===== src/pkg/supervisor_pkg.sv =====
package supervisor_pkg;

   // =========================================================
   // Clock and time base
   localparam int CLK_HZ = 125_000_000;
   localparam int TB_FREQ_CHZ = 1_024_000;
   localparam int TICK_DIV = CLK_HZ / (TB_FREQ_CHZ / 100);
   localparam int DIV_W = 14;

   // =========================================================
   // Durations in the internal oscillator mode
   localparam int RST_PULSE_MS = 50;
   localparam int WD_SHORT_MS = 100;
   localparam int WD_LONG_MS = 1600;
   localparam int CNT_W = 15;
   localparam logic [CNT_W-1:0] INT_RST_TICKS =
      CNT_W'(RST_PULSE_MS * (TB_FREQ_CHZ / 100) / 1000);
   localparam logic [CNT_W-1:0] INT_SHORT_TICKS =
      CNT_W'(WD_SHORT_MS * (TB_FREQ_CHZ / 100) / 1000);
   localparam logic [CNT_W-1:0] INT_LONG_TICKS =
      CNT_W'(WD_LONG_MS * (TB_FREQ_CHZ / 100) / 1000);

   // =========================================================
   // Durations with an external clock
   localparam logic [CNT_W-1:0] EXT_RST_CLKS = 15'h0200;
   localparam logic [CNT_W-1:0] EXT_NORMAL_CLKS = 15'h0400;
   localparam logic [CNT_W-1:0] EXT_LONG_CLKS = 15'h1000;

   // =========================================================
   // Synchroniser lanes
   localparam int SYNC_W = 5;
   localparam int LN_LOW_LINE = 0;
   localparam int LN_POWER_FAIL = 1;
   localparam int LN_BELOW_BACKUP = 2;
   localparam int LN_STROBE = 3;
   localparam int LN_TB_INPUT = 4;
   localparam logic [SYNC_W-1:0] SYNC_RESET = 5'h00;

   // =========================================================
   // Supervisor states
   typedef enum logic [1:0] {
      ST_PULSE,
      ST_LOWLINE,
      ST_RUN
   } sup_state_t;

endpackage


===== src/rtl/sync_stage.sv =====
`timescale 1ns/1ns
module sync_stage (
   input wire logic sys_clk_in,
   input wire logic nrst_in,
   input wire logic [supervisor_pkg::SYNC_W-1:0] async_in,
   output logic [supervisor_pkg::SYNC_W-1:0] sync_out
);
   import supervisor_pkg::*;

   logic [SYNC_W-1:0] meta_q;
   logic [SYNC_W-1:0] sync_q;

   // =========================================================
   // Two flip-flop synchroniser
   always_ff @(posedge sys_clk_in or negedge nrst_in) begin
      if (!nrst_in) begin
         meta_q <= SYNC_RESET;
         sync_q <= SYNC_RESET;
      end else begin
         meta_q <= async_in;
         sync_q <= meta_q;
      end
   end

   assign sync_out = sync_q;

endmodule // sync_stage


===== src/rtl/timebase_tick.sv =====
`timescale 1ns/1ns
module timebase_tick #(
   parameter int DIV = supervisor_pkg::TICK_DIV
) (
   input wire logic sys_clk_in,
   input wire logic nrst_in,
   input wire logic internal_in,
   input wire logic ext_level_in,
   output logic tick_out
);
   import supervisor_pkg::*;

   logic [DIV_W-1:0] div_q;
   logic [DIV_W-1:0] div_d;
   logic ext_prev_q;
   logic div_wrap;
   logic ext_rise;

   // =========================================================
   // Internal divider and external edge
   assign div_wrap = (div_q == DIV_W'(DIV - 1));
   assign div_d = div_wrap ? '0 : div_q + 1'b1;
   assign ext_rise = ext_level_in & ~ext_prev_q;
   assign tick_out = internal_in ? div_wrap : ext_rise;

   always_ff @(posedge sys_clk_in or negedge nrst_in) begin
      if (!nrst_in) begin
         div_q <= '0;
         ext_prev_q <= 1'b0;
      end else begin
         div_q <= div_d;
         ext_prev_q <= ext_level_in;
      end
   end

endmodule // timebase_tick


===== src/rtl/supervisor_watchdog_ce_gate.sv =====
// Notes on behaviour
// RULE1 - Low line above threshold: gated chip enable follows its input.
// RULE2 - Below low-line threshold, gated chip enable is forced high.
// RULE3 - Gated chip enable also forced high while supply is below battery.
// RULE4 - Power-fail flag low when power-fail sense is low, else high.
// RULE5 - Supply below battery holds power-fail flag low.
// RULE6 - No strobe toggle within timeout gives a reset pulse of set width.
// RULE7 - Long timeout after reset until first strobe edge after reset ends.
// RULE8 - Watchdog count restarts at the end of every reset.
// RULE9 - Stuck strobe gives a reset pulse every post-reset timeout period.
// RULE10 - Floating strobe disables the watchdog entirely.
// RULE11 - Timeout drives fault low until the next strobe transition.
// RULE12 - Fault output set high while low-line sense is low.
// RULE13 - Internal oscillator mode: timebase input picks 1.6 s or 100 ms.
// RULE14 - Internal mode uses 1.6 s right after any reset.
// RULE15 - Strobe transitions during reset are ignored.
// RULE16 - 100 ms normal timeout only after first strobe edge past reset.
// RULE17 - External clock: 1024 normal, 4096 post-reset, 512 reset width.
// RULE18 - Processor leaves strobe idle during init, then toggles under 70 ms.
// RULE19 - Reset held during low line and pulse width after recovery.
// RULE20 - Active-high reset output is inverse of active-low reset.
// RULE21 - Internal mode counts a 10.24 kHz time base.
// RULE22 - Comparator results are synchronised before use.
// RULE23 - Both strobe edges count as watchdog service.
// RULE24 - Low-line output low while low-line sense is below threshold.
`timescale 1ns/1ns
module supervisor_watchdog_ce_gate #(
   parameter int TICK_DIV_P = supervisor_pkg::TICK_DIV
) (
   input wire logic sys_clk_in,
   input wire logic nrst_in,
   input wire logic low_line_sense_low_in,
   input wire logic power_fail_sense_low_in,
   input wire logic below_backup_supply_level_in,
   input wire logic ce_n_in,
   input wire logic watchdog_strobe_in,
   input wire logic watchdog_strobe_float_in,
   input wire logic timebase_select_in,
   input wire logic timebase_input_in,
   input wire logic timebase_input_float_in,
   output logic ce_n_out,
   output logic power_fail_flag_n_out,
   output logic watchdog_fault_n_out,
   output logic reset_n_out,
   output logic reset_out,
   output logic low_line_n_out
);
   import supervisor_pkg::*;

   // =========================================================
   // Declarations
   logic [SYNC_W-1:0] raw_in;
   logic [SYNC_W-1:0] sync_in;
   logic low_line_s;
   logic power_fail_s;
   logic below_backup_s;
   logic strobe_s;
   logic tb_input_s;
   logic internal_mode;
   logic tick;
   logic strobe_prev_q;
   logic strobe_edge;
   logic hold_reset;
   logic short_select;
   logic [CNT_W-1:0] limit;
   logic [CNT_W-1:0] pulse_len;
   logic pulse_done;
   logic wd_expire;
   sup_state_t state_q;
   sup_state_t state_d;
   logic [CNT_W-1:0] cnt_q;
   logic [CNT_W-1:0] cnt_d;
   logic long_q;
   logic long_d;
   logic fault_n_q;
   logic fault_n_d;
   logic ce_block;
   logic ce_n_q;
   logic pf_n_q;
   logic rst_n_q;
   logic ll_n_q;

   // =========================================================
   // Timeout selection by mode
   function automatic logic [CNT_W-1:0] timeout_limit(
      input logic internal,
      input logic post_reset,
      input logic short_sel
   );
      logic [CNT_W-1:0] lim;
      lim = EXT_NORMAL_CLKS;
      if (internal) begin
         if (post_reset || !short_sel) begin
            lim = INT_LONG_TICKS; // [RULE14]
         end else begin
            lim = INT_SHORT_TICKS; // [RULE16]
         end
      end else if (post_reset) begin
         lim = EXT_LONG_CLKS; // [RULE17]
      end
      return lim;
   endfunction

   // =========================================================
   // Input synchronisation
   assign raw_in[LN_LOW_LINE] = low_line_sense_low_in;
   assign raw_in[LN_POWER_FAIL] = power_fail_sense_low_in;
   assign raw_in[LN_BELOW_BACKUP] = below_backup_supply_level_in;
   assign raw_in[LN_STROBE] = watchdog_strobe_in;
   assign raw_in[LN_TB_INPUT] = timebase_input_in;

   sync_stage u_sync ( // [RULE22]
      .sys_clk_in(sys_clk_in),
      .nrst_in(nrst_in),
      .async_in(raw_in),
      .sync_out(sync_in)
   );

   assign low_line_s = sync_in[LN_LOW_LINE];
   assign power_fail_s = sync_in[LN_POWER_FAIL];
   assign below_backup_s = sync_in[LN_BELOW_BACKUP];
   assign strobe_s = sync_in[LN_STROBE];
   assign tb_input_s = sync_in[LN_TB_INPUT];

   // =========================================================
   // Time base
   assign internal_mode = timebase_select_in;

   timebase_tick #(
      .DIV(TICK_DIV_P)
   ) u_tick ( // [RULE21]
      .sys_clk_in(sys_clk_in),
      .nrst_in(nrst_in),
      .internal_in(internal_mode),
      .ext_level_in(tb_input_s),
      .tick_out(tick)
   );

   // =========================================================
   // Decoding
   assign strobe_edge = strobe_s ^ strobe_prev_q; // [RULE23]
   assign hold_reset = low_line_s | below_backup_s; // [RULE19]
   assign ce_block = low_line_s | below_backup_s; // [RULE2] [RULE3]
   assign short_select = ~tb_input_s & ~timebase_input_float_in; // [RULE13]
   assign limit = timeout_limit(internal_mode, long_q, short_select);
   assign pulse_len = internal_mode ? INT_RST_TICKS : EXT_RST_CLKS;
   assign pulse_done = tick & (cnt_q == pulse_len - 1'b1); // [RULE6]
   assign wd_expire = tick & (cnt_q == limit - 1'b1);

   // =========================================================
   // Supervisor sequence
   always_comb begin
      state_d = state_q;
      cnt_d = cnt_q;
      long_d = long_q;
      fault_n_d = fault_n_q;
      if (hold_reset) begin
         state_d = ST_LOWLINE; // [RULE19]
         cnt_d = '0;
         long_d = 1'b1;
         fault_n_d = 1'b1; // [RULE12]
      end else begin
         case (state_q)
            ST_LOWLINE: begin
               state_d = ST_PULSE; // [RULE19]
               cnt_d = '0;
            end
            ST_PULSE: begin
               // Strobe edges have no effect here [RULE15]
               if (pulse_done) begin
                  state_d = ST_RUN;
                  cnt_d = '0; // [RULE8]
                  long_d = 1'b1; // [RULE7]
               end else if (tick) begin
                  cnt_d = cnt_q + 1'b1;
               end
            end
            ST_RUN: begin
               if (watchdog_strobe_float_in) begin
                  cnt_d = '0; // [RULE10]
                  fault_n_d = 1'b1;
               end else if (strobe_edge) begin
                  cnt_d = '0;
                  long_d = 1'b0; // [RULE7]
                  fault_n_d = 1'b1; // [RULE11]
               end else if (wd_expire) begin
                  state_d = ST_PULSE; // [RULE6] [RULE9]
                  cnt_d = '0;
                  long_d = 1'b1;
                  fault_n_d = 1'b0; // [RULE11]
               end else if (tick) begin
                  cnt_d = cnt_q + 1'b1;
               end
            end
            default: begin
               state_d = ST_PULSE;
               cnt_d = '0;
            end
         endcase
      end
   end

   always_ff @(posedge sys_clk_in or negedge nrst_in) begin
      if (!nrst_in) begin
         state_q <= ST_PULSE;
         cnt_q <= '0;
         long_q <= 1'b1;
         fault_n_q <= 1'b1;
         strobe_prev_q <= 1'b0;
      end else begin
         state_q <= state_d;
         cnt_q <= cnt_d;
         long_q <= long_d;
         fault_n_q <= fault_n_d;
         strobe_prev_q <= strobe_s;
      end
   end

   // =========================================================
   // Output flags
   always_ff @(posedge sys_clk_in or negedge nrst_in) begin
      if (!nrst_in) begin
         ce_n_q <= 1'b1;
         pf_n_q <= 1'b0;
         rst_n_q <= 1'b0;
         ll_n_q <= 1'b0;
      end else begin
         ce_n_q <= ce_n_in | ce_block; // [RULE1]
         pf_n_q <= ~power_fail_s & ~below_backup_s; // [RULE4] [RULE5]
         rst_n_q <= (state_d == ST_RUN); // [RULE19]
         ll_n_q <= ~low_line_s; // [RULE24]
      end
   end

   assign ce_n_out = ce_n_q;
   assign power_fail_flag_n_out = pf_n_q;
   assign watchdog_fault_n_out = fault_n_q;
   assign reset_n_out = rst_n_q;
   assign reset_out = ~rst_n_q; // [RULE20]
   assign low_line_n_out = ll_n_q;

endmodule // supervisor_watchdog_ce_gate


===== config.mk =====
export PLATFORM = sky130hd
export DESIGN_NAME = supervisor_watchdog_ce_gate
export DESIGN_NICKNAME = d
export VERILOG_FILES = /design/src/pkg/supervisor_pkg.sv /design/src/rtl/sync_stage.sv /design/src/rtl/timebase_tick.sv /design/src/rtl/supervisor_watchdog_ce_gate.sv
export SDC_FILE = /design/constraint.sdc
export NUM_CORES = 1
export LEC_CHECK = 0
export BUFFER_PORTS_ARGS = -buffer_cell sky130_fd_sc_hd__clkbuf_2
export CAP_MARGIN = 20
export CORE_MARGIN = 1
export CORE_UTILIZATION = 59
export DETAILED_ROUTE_END_ITERATION = 6
export HOLD_SLACK_MARGIN = 0.12
export PLACE_DENSITY = 0.78
export SYNTH_ARGS = -nofsm -noshare
export SYNTH_HDL_FRONTEND = slang
export SYNTH_HIERARCHICAL = 1
export SYNTH_SLANG_ARGS = --single-unit

===== constraint.sdc =====
create_clock -name sys_clk_in -period 3 [get_ports sys_clk_in]
set_input_delay 0.45 -clock sys_clk_in [delete_from_list [all_inputs] [get_ports sys_clk_in]]
set_output_delay 0.45 -clock sys_clk_in [all_outputs]
set_load 0.05 [all_outputs]

Word level (Yosys, flattened, before mapping):

Cells that the tools add are included.

* register bits: 49
* input port bits: 11
* output and inout bits: 6
* logic and storage cells: 76

* add/sub/neg operators: 3
* equal/unequal tests: 8
* mux-type cells: 29
* bitwise gates (word level): 15
* reductions and logical operators: 8

Operators by type and width (count)
* 2-to-1 mux 15 bit: 8
* one-hot mux 15 bit (2 select lines): 1
* adder 15 x 1 -> 15 bit (second input constant): 1
* == test 15 bit: 1
* == test 15 x 9 -> 1 bit (second input constant): 1
* subtractor 15 x 1 -> 15 bit (second input constant): 1
* adder 14 x 1 -> 14 bit (second input constant): 1
* == test 14 bit (second input constant): 1
* 2-to-1 mux 14 bit: 1
* 2-to-1 mux 13 bit: 1
* 2-to-1 mux 1 bit: 11
* 2-to-1 mux 2 bit: 5
* NOT 1 bit: 7
* != test 3 bit (second input constant): 2
* AND 1 bit: 5
* == test 2 bit (second input constant): 2
* != test 4 bit (second input constant): 1
* one-hot mux 2 bit (2 select lines): 1
* AND reduction 4 bit: 1
* nonzero test 4 bit: 1
* nonzero test 3 bit: 1
* logical NOT 2 bit: 1
* OR 1 bit: 2
* one-hot mux 1 bit (2 select lines): 1
* 5 further kinds: 5

Depth between registers and ports, before layout:

Gate-level depths: netlist (run 1).

* depth after elaboration: 15
* gate-level depth with buffers: 12
* depth with buffers taken out: 10

Modules after synthesis:

The synthesis (run 1) kept the hierarchy.

Modules (own cells, without submodules)
* supervisor_watchdog_ce_gate: instances 1, cells each 119, area each 1271.2 um^2, sequential area each 604.3 um^2
* timebase_tick: instances 1, cells each 68, area each 737.0 um^2, sequential area each 375.4 um^2
* sync_stage: instances 1, cells each 10, area each 250.2 um^2, sequential area each 250.2 um^2

Least setup slack after synthesis (run 1):

OpenSTA, ideal clock, no wires.

* kind: register to register
* from: register u_tick.div_q[6]
* to: register cnt_q[12]
* setup time: 119 ps
* arrival time: 2441 ps
* data required time: 2881 ps
* setup slack: 440 ps
* cell stages (with the launch flop): 12
* buffers on the path: 2
* period minus slack after synthesis: 2560 ps
* cells stage by stage: dfrtp_1 nor4b_2 nand3_1 nor3_4 a21o_2 buf_4 nand3_1 or4_4 a22oi_2 a211o_4 buf_12 nor2_2

* cells in the longest elaborated chain, start to end: 8
* elaborated cells between the ends (all ways): 11
* those cells by class: 1 x eq/ne; 8 x mux; 2 x bitwise

Ends and longest elaborated chain
* start, declared: RTL line timebase_tick.sv:13 `logic [DIV_W-1:0] div_q;`
* start signal, assigned: RTL line timebase_tick.sv:31 `div_q <= div_d;`
* == test 14 bit (*): RTL line timebase_tick.sv:21 `assign div_wrap = (div_q == DIV_W'(DIV - 1));`
* 2-to-1 mux 1 bit (*): RTL line timebase_tick.sv:24 `assign tick_out = internal_in ? div_wrap : ext_rise;`
* net tick: RTL line supervisor_watchdog_ce_gate.sv:60 `logic tick;`
* 2-to-1 mux 15 bit or AND 1 bit (tied branches)
* 2-to-1 mux 15 bit: RTL line supervisor_watchdog_ce_gate.sv:186 `end else if (wd_expire) begin`
* 2-to-1 mux 15 bit: RTL line supervisor_watchdog_ce_gate.sv:182 `end else if (strobe_edge) begin`
* 2-to-1 mux 15 bit: RTL line supervisor_watchdog_ce_gate.sv:179 `if (watchdog_strobe_float_in) begin`
* one-hot mux 15 bit (2 select lines) (*): RTL line supervisor_watchdog_ce_gate.sv:163 `case (state_q)`
* 2-to-1 mux 15 bit (*): RTL line supervisor_watchdog_ce_gate.sv:157 `if (hold_reset) begin`
* net cnt_d[12]: RTL line supervisor_watchdog_ce_gate.sv:72 `logic [CNT_W-1:0] cnt_d;`
* end signal, assigned: RTL line supervisor_watchdog_ce_gate.sv:212 `cnt_q <= cnt_d;`
* end, declared: RTL line supervisor_watchdog_ce_gate.sv:71 `logic [CNT_W-1:0] cnt_q;`

The timed path passes the listed nets; every way through them passes the cells marked *.
A chain may end at the register's enable or synchronous reset.

Worst setup path in the final report (run 1):

* from: register u_tick.div_q[6]
* to: register cnt_q[3]

The elaborated chain is that of the path after synthesis.

==> results of run 1 <==
logic make-up (layout without fill, tap and decap cells):
family	Yosys count	count (layout)
fa+ha+maj	4	4
buf+inv	11	34
xor+xnor	31	31
simple gates	89	89
compound gates	12	12
mux	1	1
flops	49	49
registers in the layout, summed over array words and instances (netlist names), 2 cells and up:
name / flops
u_sync/meta_q: 5
u_sync/sync_out: 5
u_tick/div_q: 14
state_q: 2
cnt_q: 15
final cells by class:
type                    instances  share of cell area [%]
clock inverters                 3                    1.99
well taps                      48                    2.39
repair buffers                 20                    4.98
multi-input cells             137                    38.1
flip-flops and latches         49                    48.9
inverters                       6                   0.896
clock buffers                   5                    2.74
power breakdown:
group | total, mW | internal [mW] | switching, mW
Combinational | 0.0553 | 0.0194 | 0.0359
Sequential | 0.676 | 0.671 | 0.00488
Clock | 0.484 | 0.255 | 0.229
how the worst max path moves through the flow:
stage,from,end,slack (ps),cells after the start
finish,u_tick/div_q[6]$_DFF_PN0_,cnt_q[3]$_DFF_PN0_,270,9
global route,u_tick/div_q[6]$_DFF_PN0_,cnt_q[14]$_DFF_PN0_,100,9
CTS,u_tick/div_q[6]$_DFF_PN0_,cnt_q[3]$_DFF_PN0_,290,9
detailed placement,u_tick/div_q[6]$_DFF_PN0_,cnt_q[3]$_DFF_PN0_,370,9
global placement,u_tick/div_q[6]$_DFF_PN0_,cnt_q[3]$_DFF_PN0_,470,9
floorplan,u_tick/div_q[6]$_DFF_PN0_,cnt_q[12]$_DFF_PN0_,440,11
metrics by stage:
| stage | setup WS (ps) | area (µm²) |
|---|---|---|
| 6_report | 273 | 2510 |
| 3_3_place_gp | 468 | 2370 |
| 4_1_cts | 290 | 2480 |
| 3_5_place_dp | 375 | 2370 |
| 5_1_grt | 96.9 | 2510 |
| 2_1_floorplan | 440 | 2260 |
what timing repair did:
item / CTS / global route
setup endpoints to repair: 0 / 0
hold buffers: 0 / 1
hold endpoints to repair: 0 / 7
cells in the final DEF, fill, tap and decap left out, types with 4 or more instances in the layout:
cell	count
inv_1	6
ha_1	4
nor2_2	10
nor4_1	4
dfrtp_1	46
xnor2_1	14
and3_1	4
clkbuf_8	5
nand2_1	7
nor2_1	26
nand4_1	6
clkbuf_2	16
nand3_1	12
xor2_1	17
routing by layer:
metal / part of all wire (%) / up-vias / track usage, %
met3: 3.0 / 9 / 4.46
met2: 51 / 36 / 36.8
met5: 0 / - / 0
met1: 44 / 767 / 28.3
li1: - / 721 / -
met4: 1.9 / 0 / 9.94
==> impl_metrics.py, run 1 <==
metrics = {
    "outcome": {
        "status": "completed",
    },
    "yosys": {
        "synthAdderAreaFrac_pct": 2.22,
        "async_reset_ff_share_pct": 100,
        "synth_compound_area_share_pct": 4.88,
        "synth_most_common_cell": "dfrtp_1",
        "synthTopCellsByCount": "dfrtp_1 (46), nor2_1 (26), xor2_1 (17), xnor2_1 (14), nand3_1 (12)",
        "ys_seq_elements": 49,
        "synth_edf_count": 0,
        "netlist_instances": 197,
        "synthMuxAreaShare_pct": 0.443,
        "synthXorXnorAreaFrac_pct": 12.0,
        "syn-num-nets": 212,
        "syn-cell-area_mm2": 0.00226,
        "synth_area_leaders": "dfrtp_1 (51%), xor2_1 (6.6%), xnor2_1 (5.4%), nor2_1 (4.3%), dfstp_2 (3.5%)",
        "synth_top_area_share_pct": 51.0,
        "synth_warnings": 6,
        "yosys.area.top_type": "dfrtp_1",
        "ys_seq_area_share_pct": 54.5,
        "yosysUniqueCellTypes": 45,
        "synth_flop_cell": "dfrtp_1",
        "synth_top_family_by_area": "simple AND/OR/NAND/NOR gates",
        "synthSimpleGateAreaFrac_pct": 22.9,
        "avgSynthCellArea_um2": 11.5,
    },
    "sta": {
        "finalCriticalPeriod_ps": 2730,
        "fmax_mhz": 367,
        "tightest_slew_ps": 504,
        "holdWs_ps": 244,
        "fin_setup_tns_ps": 0,
        "fin_skew_ps": 11.9,
        "relSlewSlack_pct": 66.1,
        "finalCritPeriodShare_pct": 90.9,
        "rsz0062_at_grt": "false",
        "timing_hold_violations_final": 0,
        "finalSetupViolations": 0,
        "slew_violations": 0,
    },
    "worst_setup_path": {
        "r2r-start": "u_tick/div_q[6]$_DFF_PN0_",
        "worstPathMaxFanout": 15,
        "crit_type": "reg2reg",
        "critPathBufInv": 0,
        "timing.rr.end": "cnt_q[3]$_DFF_PN0_",
        "reg2reg_setup_slack_ps": 270,
        "path_common_cell": "nand3_1",
        "critical-path-max-stage-delay_ps": 450,
        "ff2ff_path_depth": 9,
        "end_kind": "register",
        "crit_chain": "nor4b_2, nand3_1, nor3_4, a21o_2, nand3_1, nor4_2, o2111a_1, a211o_4, nor2_1",
        "cp.required_ps": 3180,
        "arrival_ps": 2910,
        "crit_path_start_kind": "register",
        "path_delay_family": "simple AND/OR/NAND/NOR gates",
        "cpMaxStageDelayCell": "dfrtp_1",
    },
    "routing": {
        "ant_nets": 0,
        "first_pass_iters": 4,
        "post_drt_via_cell_ratio": 5.72,
        "wl_um": 4030,
        "drt_iter0_markers": 95,
        "drcViolationCount": 0,
        "wire_per_inst_um": 15.0,
        "vias": 1533,
    },
    "hold_path": {
        "min_path_cells": 1,
        "hp-class": "in2reg",
        "min_to": "u_sync/meta_q[3]$_DFF_PN0_",
        "hp-start": "watchdog_strobe_in",
    },
    "finish": {
        "multi_input_area_um2": 958,
        "final_cells": 268,
        "drive_gt1_share_pct": 25.0,
        "nets": 234,
        "fill_cells": 267,
        "antenna_cells": 0,
        "synthToLayoutAreaGrowth_pct": 11.4,
        "seq_area_mm2": 0.00123,
        "finish.utilization_pct": 68.7,
    },
    "floorplanning": {
        "fp.dieArea_mm2": 0.00408,
        "row_count": 22,
        "die_x_um": 63.9,
        "ios": 17,
        "start_util_pct": 61.7,
        "die_h_um": 63.9,
        "core_area_mm2": 0.00366,
    },
    "grt": {
        "grt_max_degree": 49,
        "grt_pass1_vias": 1538,
        "grt_pass1_wl_um": 6890,
        "antenna_found_initial": 0,
        "grt-ovfl-total": 0,
        "grt_use_total_pct": 22.3,
    },
    "clock_network": {
        "cts-root-buf": "clkbuf_8",
        "cts_buffers": 5,
        "cts_tree": "built",
        "htree_levels": 2,
        "cts_resized": 0,
        "clock_latency_ps": 310,
        "clkTransAtPathRegs_ps": 100,
        "cts_sinks": 49,
        "postCtsSetupBuffers": 0,
        "cts.path.max_buffers": 2,
    },
    "run": {
        "drv_cap": 0,
    },
    "pwr": {
        "ir_drop_uv": 324,
        "total_power_mw": 1.22,
        "power_density_mw_per_mm2": 483,
        "p_leak_nw": 1.11,
    },
    "placement": {
        "place_inst": 258,
        "hpwl_um": 2740,
        "gp_congestion": 0.833,
        "port_buffers": 16,
    },
}
No activity file was read; power rests on OpenSTA's default activity.
==> run 2, diff against run 1 <==
Settings changed: BUFFER_PORTS_ARGS -buffer_cell sky130_fd_sc_hd__clkbuf_2 to -buffer_cell sky130_fd_sc_hd__buf_2.
==> run 2 against run 1 <==
Via count down 5.2%. First-iteration DRC count decreased by 20%. Hold slack lost 0.86 ps. Critical path type unchanged. Count of clock-buffer cells in the layout did not move. Clock skew is essentially flat. Total power down 7.5%. Non-clock buffer count is 1 lower. Critical path depth unchanged. Cell count down 0.37%. Largest power group unchanged.
==> impl_metrics.py, run 2 (same netlist as run 1, synthesis figures left out) <==
metrics = {
    "outcome": {
        "status": "completed",
    },
    "clock_network": {
        "cts-root-buf": "clkbuf_8",
        "cts_hold_buf": 0,
        "postCtsSetupBuffers": 0,
        "cts_resized": 0,
        "cts_tree": "built",
        "clock_latency_ps": 300,
        "cts.path.max_buffers": 2,
        "clkTransAtPathRegs_ps": 100,
        "cts_sinks": 49,
        "htree_levels": 2,
        "cts_buffers": 5,
    },
    "routing": {
        "post_drt_via_cell_ratio": 5.44,
        "wl_um": 3880,
        "drcViolationCount": 0,
        "ant_nets": 0,
        "drt_iter0_markers": 76,
        "vias": 1453,
        "first_pass_iters": 4,
        "wire_per_inst_um": 14.5,
    },
    "grt": {
        "grt_max_degree": 50,
        "grt_pass1_vias": 1506,
        "grt-ovfl-total": 0,
        "grt_pass1_wl_um": 6670,
        "antenna_found_initial": 0,
        "grt_use_total_pct": 21.4,
    },
    "sta": {
        "finalSetupViolations": 0,
        "slew_violations": 0,
        "fmax_mhz": 374,
        "finalCriticalPeriod_ps": 2670,
        "tightest_slew_ps": 487,
        "fin_setup_tns_ps": 0,
        "fin_skew_ps": 12.2,
        "relSlewSlack_pct": 67.2,
        "finalCritPeriodShare_pct": 89.1,
        "rsz0062_at_grt": "false",
        "timing_hold_violations_final": 0,
    },
    "worst_setup_path": {
        "end_kind": "register",
        "crit_chain": "nor4b_2, nand3_1, nor3_4, a21o_2, nand3_1, nor4_2, o2111a_1, a211o_4, nor2_1",
        "crit_path_start_kind": "register",
        "arrival_ps": 2850,
        "cp.required_ps": 3180,
        "ff2ff_path_depth": 9,
        "crit_start": "u_tick/div_q[6]$_DFF_PN0_",
        "cpMaxStageDelayCell": "nor4_2",
        "crit_type": "reg2reg",
        "worstPathMaxFanout": 15,
        "r2r-start": "u_tick/div_q[6]$_DFF_PN0_",
        "critical-path-max-stage-delay_ps": 460,
        "path_common_cell": "nand3_1",
    },
    "pwr": {
        "p_int_mw": 0.858,
        "power_density_mw_per_mm2": 453,
        "switching_share_pct": 23.7,
        "p_leak_nw": 1.09,
        "clockPowerShare_pct": 35.0,
        "power.switching_mw": 0.266,
        "p_comb_share_pct": 4.9,
        "seq_power_share_pct": 60.2,
        "ir_drop_uv": 231,
    },
    "hold_path": {
        "min_path_cells": 1,
        "hp-class": "in2reg",
        "hp-start": "below_backup_supply_level_in",
    },
    "finish": {
        "mostFrequentLayoutCells": "dfrtp_1 (46), nor2_1 (26), xor2_1 (17)",
        "fill_cells": 270,
        "finish.utilization_pct": 67.8,
        "largest_register_ffs": 15,
        "synthToLayoutAreaGrowth_pct": 9.92,
        "largest_register": "cnt_q",
        "drive_gt1_share_pct": 24.7,
        "antenna_cells": 0,
        "multi_input_area_um2": 958,
        "nets": 233,
        "layout_commonest_cell": "dfrtp_1",
        "seq_area_mm2": 0.00123,
        "top_regs": "cnt_q (15), u_tick/div_q (14)",
    },
    "floorplanning": {
        "row_count": 22,
        "ios": 17,
        "core_area_mm2": 0.00366,
        "fp.dieArea_mm2": 0.00408,
        "start_util_pct": 61.7,
        "die_h_um": 63.9,
        "die_x_um": 63.9,
    },
    "placement": {
        "hpwl_um": 2730,
        "port_buffers": 16,
        "gp_congestion": 0.827,
    },
    "run": {
        "drv_cap": 0,
    },
}
[run 2: cell types whose count changed in the layout (fill, tap and decap cells not counted)]
cell,before,now
buf_2,0,16
buf_4,2,1
clkbuf_2,16,0
inv_8,1,0
clkinvlp_4,0,1
inv_6,0,1
bufinv_16,1,0
[run 2: layer usage]
| metal | part of all wire (%) | up-vias | wire, µm | global-route usage [%] |
|---|---|---|---|---|
| li1 | - | 712 | - | - |
| met5 | 0 | - | 0 | 0 |
| met1 | 47 | 713 | 1840 | 26.7 |
| met2 | 49 | 22 | 1890 | 36.0 |
| met3 | 3.0 | 6 | 115 | 5.36 |
| met4 | 0.98 | 0 | 38 | 7.39 |
[run 2: through the flow]
step	setup slack, ps	cell area (µm²)	instances	power, mW	hold WS [ps]
6_report	326	2480	267	1.12	243
5_1_grt	154	2480	267	1.17	231
4_1_cts	362	2450	265	1.14	237
3_5_place_dp	365	2360	257	0.740	336
3_3_place_gp	471	2360	257	0.737	333
2_1_floorplan	440	2260	197	0.716	154
[run 2: final timing paths]
kind | to | slack, ps
max | cnt_q[3]$_DFF_PN0_ | 330
min | u_sync/meta_q[2]$_DFF_PN0_ | 240
max reg2reg | cnt_q[3]$_DFF_PN0_ | 330
min reg2reg | u_sync/sync_out[3]$_DFF_PN0_ | 350
max in group asynchronous | cnt_q[2]$_DFF_PN0_ | 1920
min in group asynchronous | power_fail_flag_n_out$_DFF_PN0_ | 570
[run 2: cell type report]
type | count | area share (%)
clock buffers | 5 | 2.77
clock inverters | 3 | 1.01
multi-input cells | 137 | 38.6
well taps | 48 | 2.42
repair buffers | 19 | 4.74
inverters | 6 | 0.907
flip-flops and latches | 49 | 49.5
[run 2: critical path: cells and delay by family, from the launching register on]
family / cells / cell delay, ps
flops: 1 / 440
simple gates: 6 / 1280
compound gates: 3 / 840
[run 2: power groups by stage]
stage	registers (mW)	clock network, mW	logic [mW]
floorplan	0.695	0	0.0206
global placement	0.689	0	0.0482
detailed placement	0.689	0	0.0512
CTS	0.676	0.408	0.0515
global route	0.677	0.429	0.0603
finish	0.676	0.393	0.0545
==> run 3, diff against run 2 <==
Clock period 3 ns to 2.6 ns, I/O delays scaled along.
==> run 3 against run 2 <==
First-iteration DRC count grew 28%. Cell count is 3.0% higher. Clock power grew 19%. Total power increased by 17%. Core utilization is 2.5 points higher. Critical path type unchanged. Wire length increased by 6.7%. Register-to-register slack got worse by 180 ps. Largest power group unchanged. Via count is 3.5% higher. Critical path depth is the same.
==> impl_metrics.py, run 3 (same netlist as run 1, synthesis figures left out) <==
metrics = {
    "outcome": {
        "status": "completed",
    },
    "grt": {
        "antenna_found_initial": 0,
        "grt_pass1_wl_um": 6820,
        "grt-ovfl-total": 0,
        "grt_use_total_pct": 21.9,
        "grt_pass1_vias": 1516,
        "grt_max_degree": 49,
    },
    "clock_network": {
        "htree_levels": 2,
        "cts.path.max_buffers": 2,
        "cts_sinks": 49,
        "cts_buffers": 5,
        "clkTransAtPathRegs_ps": 100,
        "cts_tree": "built",
        "cts-root-buf": "clkbuf_8",
        "clock_latency_ps": 310,
    },
    "floorplanning": {
        "fp.dieArea_mm2": 0.00408,
        "die_x_um": 63.9,
        "core_area_mm2": 0.00366,
        "row_count": 22,
        "die_h_um": 63.9,
        "start_util_pct": 61.7,
        "ios": 17,
    },
    "finish": {
        "mostFrequentLayoutCells": "dfrtp_1 (46), nor2_1 (26), xor2_1 (17)",
        "nets": 241,
        "drive_gt1_share_pct": 28.6,
        "largest_register_ffs": 15,
        "largest_register": "cnt_q",
        "finish.utilization_pct": 70.3,
        "synthToLayoutAreaGrowth_pct": 14.0,
        "top_regs": "cnt_q (15), u_tick/div_q (14)",
        "antenna_cells": 0,
        "layout_commonest_cell": "dfrtp_1",
    },
    "sta": {
        "finalSetupViolations": 0,
        "rsz0062_at_grt": "true",
        "relSlewSlack_pct": 70.4,
        "finalCritPeriodShare_pct": 94.4,
        "tightest_slew_ps": 440,
        "fmax_mhz": 407,
        "timing_hold_violations_final": 0,
        "fin_skew_ps": 10.3,
        "slew_violations": 0,
        "setup_slack_ps": 145,
        "finalCriticalPeriod_ps": 2460,
    },
    "worst_setup_path": {
        "crit_start": "u_tick/div_q[6]$_DFF_PN0_",
        "reg2reg_setup_slack_ps": 140,
        "ff2ff_path_depth": 9,
        "end_kind": "register",
        "r2r-start": "u_tick/div_q[6]$_DFF_PN0_",
        "arrival_ps": 2650,
        "crit_type": "reg2reg",
        "cp.required_ps": 2790,
        "crit_path_start_kind": "register",
        "worstPathMaxFanout": 8,
        "timing.rr.end": "cnt_q[2]$_DFF_PN0_",
    },
    "run": {
        "drv_cap": 0,
    },
    "placement": {
        "port_buffers": 16,
        "gp_congestion": 0.754,
        "pre_cts_ws_ps": 19.1,
        "hpwl_um": 2800,
    },
    "routing": {
        "wl_um": 4140,
        "ant_nets": 0,
        "drcViolationCount": 0,
        "vias": 1504,
        "post_drt_via_cell_ratio": 5.47,
        "wire_per_inst_um": 15.1,
        "drt_iter0_markers": 97,
        "first_pass_iters": 4,
    },
    "hold_path": {
        "hp-start": "watchdog_strobe_in",
        "min_path_cells": 1,
        "hp-class": "in2reg",
        "min_to": "u_sync/meta_q[3]$_DFF_PN0_",
    },
    "pwr": {
        "ir_drop_uv": 302,
        "p_leak_nw": 1.12,
        "power_density_mw_per_mm2": 512,
    },
}
[run 3: worst max-delay path by stage]
| stage | depth (start not counted) | end | slack, ps |
|---|---|---|---|
| CTS | 9 | cnt_q[3]$_DFF_PN0_ | 50 |
| detailed placement | 9 | cnt_q[3]$_DFF_PN0_ | 20 |
| floorplan | 11 | cnt_q[12]$_DFF_PN0_ | 40 |
| global placement | 9 | cnt_q[3]$_DFF_PN0_ | 160 |
| finish | 9 | cnt_q[2]$_DFF_PN0_ | 140 |
| global route | 9 | cnt_q[3]$_DFF_PN0_ | -30 |
[run 3: cell type report]
type | count | area [µm²]
flip-flops and latches | 49 | 1230
fillers | 259 | 1090
well taps | 48 | 60.1
multi-input cells | 138 | 995
clock inverters | 3 | 28.8
clock buffers | 5 | 68.8
repair buffers | 26 | 170
inverters | 6 | 22.5
[run 3: per-stage QoR]
stage | hold slack (ps) | setup TNS [ps] | instance area (µm²) | cells | power (mW)
after detailed placement | 335 | 0 | 2400 | 262 | 0.856
after floorplan | 94.4 | 0 | 2260 | 197 | 0.826
after CTS | 169 | 0 | 2500 | 270 | 1.33
after global routing | 175 | -99.6 | 2570 | 275 | 1.37
after global placement | 334 | 0 | 2400 | 262 | 0.853
final | 179 | 0 | 2570 | 275 | 1.32
[run 3: repair_timing]
item	4_1_cts	5_1_grt
gates resized for setup	1	4
hold endpoints to repair	0	4
pin swaps	1	5
endpoints found under the setup margin	3	16
hold buffers	0	1
buffers inserted	0	2
gates cloned	0	1
[run 3: power by group]
| part | total [mW] | switching (mW) | internal [mW] |
|---|---|---|---|
| Clock | 0.469 | 0.268 | 0.201 |
| Sequential | 0.780 | 0.00551 | 0.774 |
| Combinational | 0.0688 | 0.0437 | 0.0250 |
[run 3: metal layers]
layer	global-route usage (%)	wire, µm	vias to the layer above
li1	-	-	731
met1	27.2	1820	741
met2	37.1	2140	25
met3	4.64	114	7
met4	9.09	64	0
met5	0	0	-
[run 3: critical path, cell delays in order, from the launching register on]
cell and delay (ps):
dfrtp_1 450, nor4b_2 250, nand3_1 160, nor3_4 160
a21o_2 180, nand3_4 90, or4_4 540, a22oi_2 240
a211o_4 210, nor2_1 60
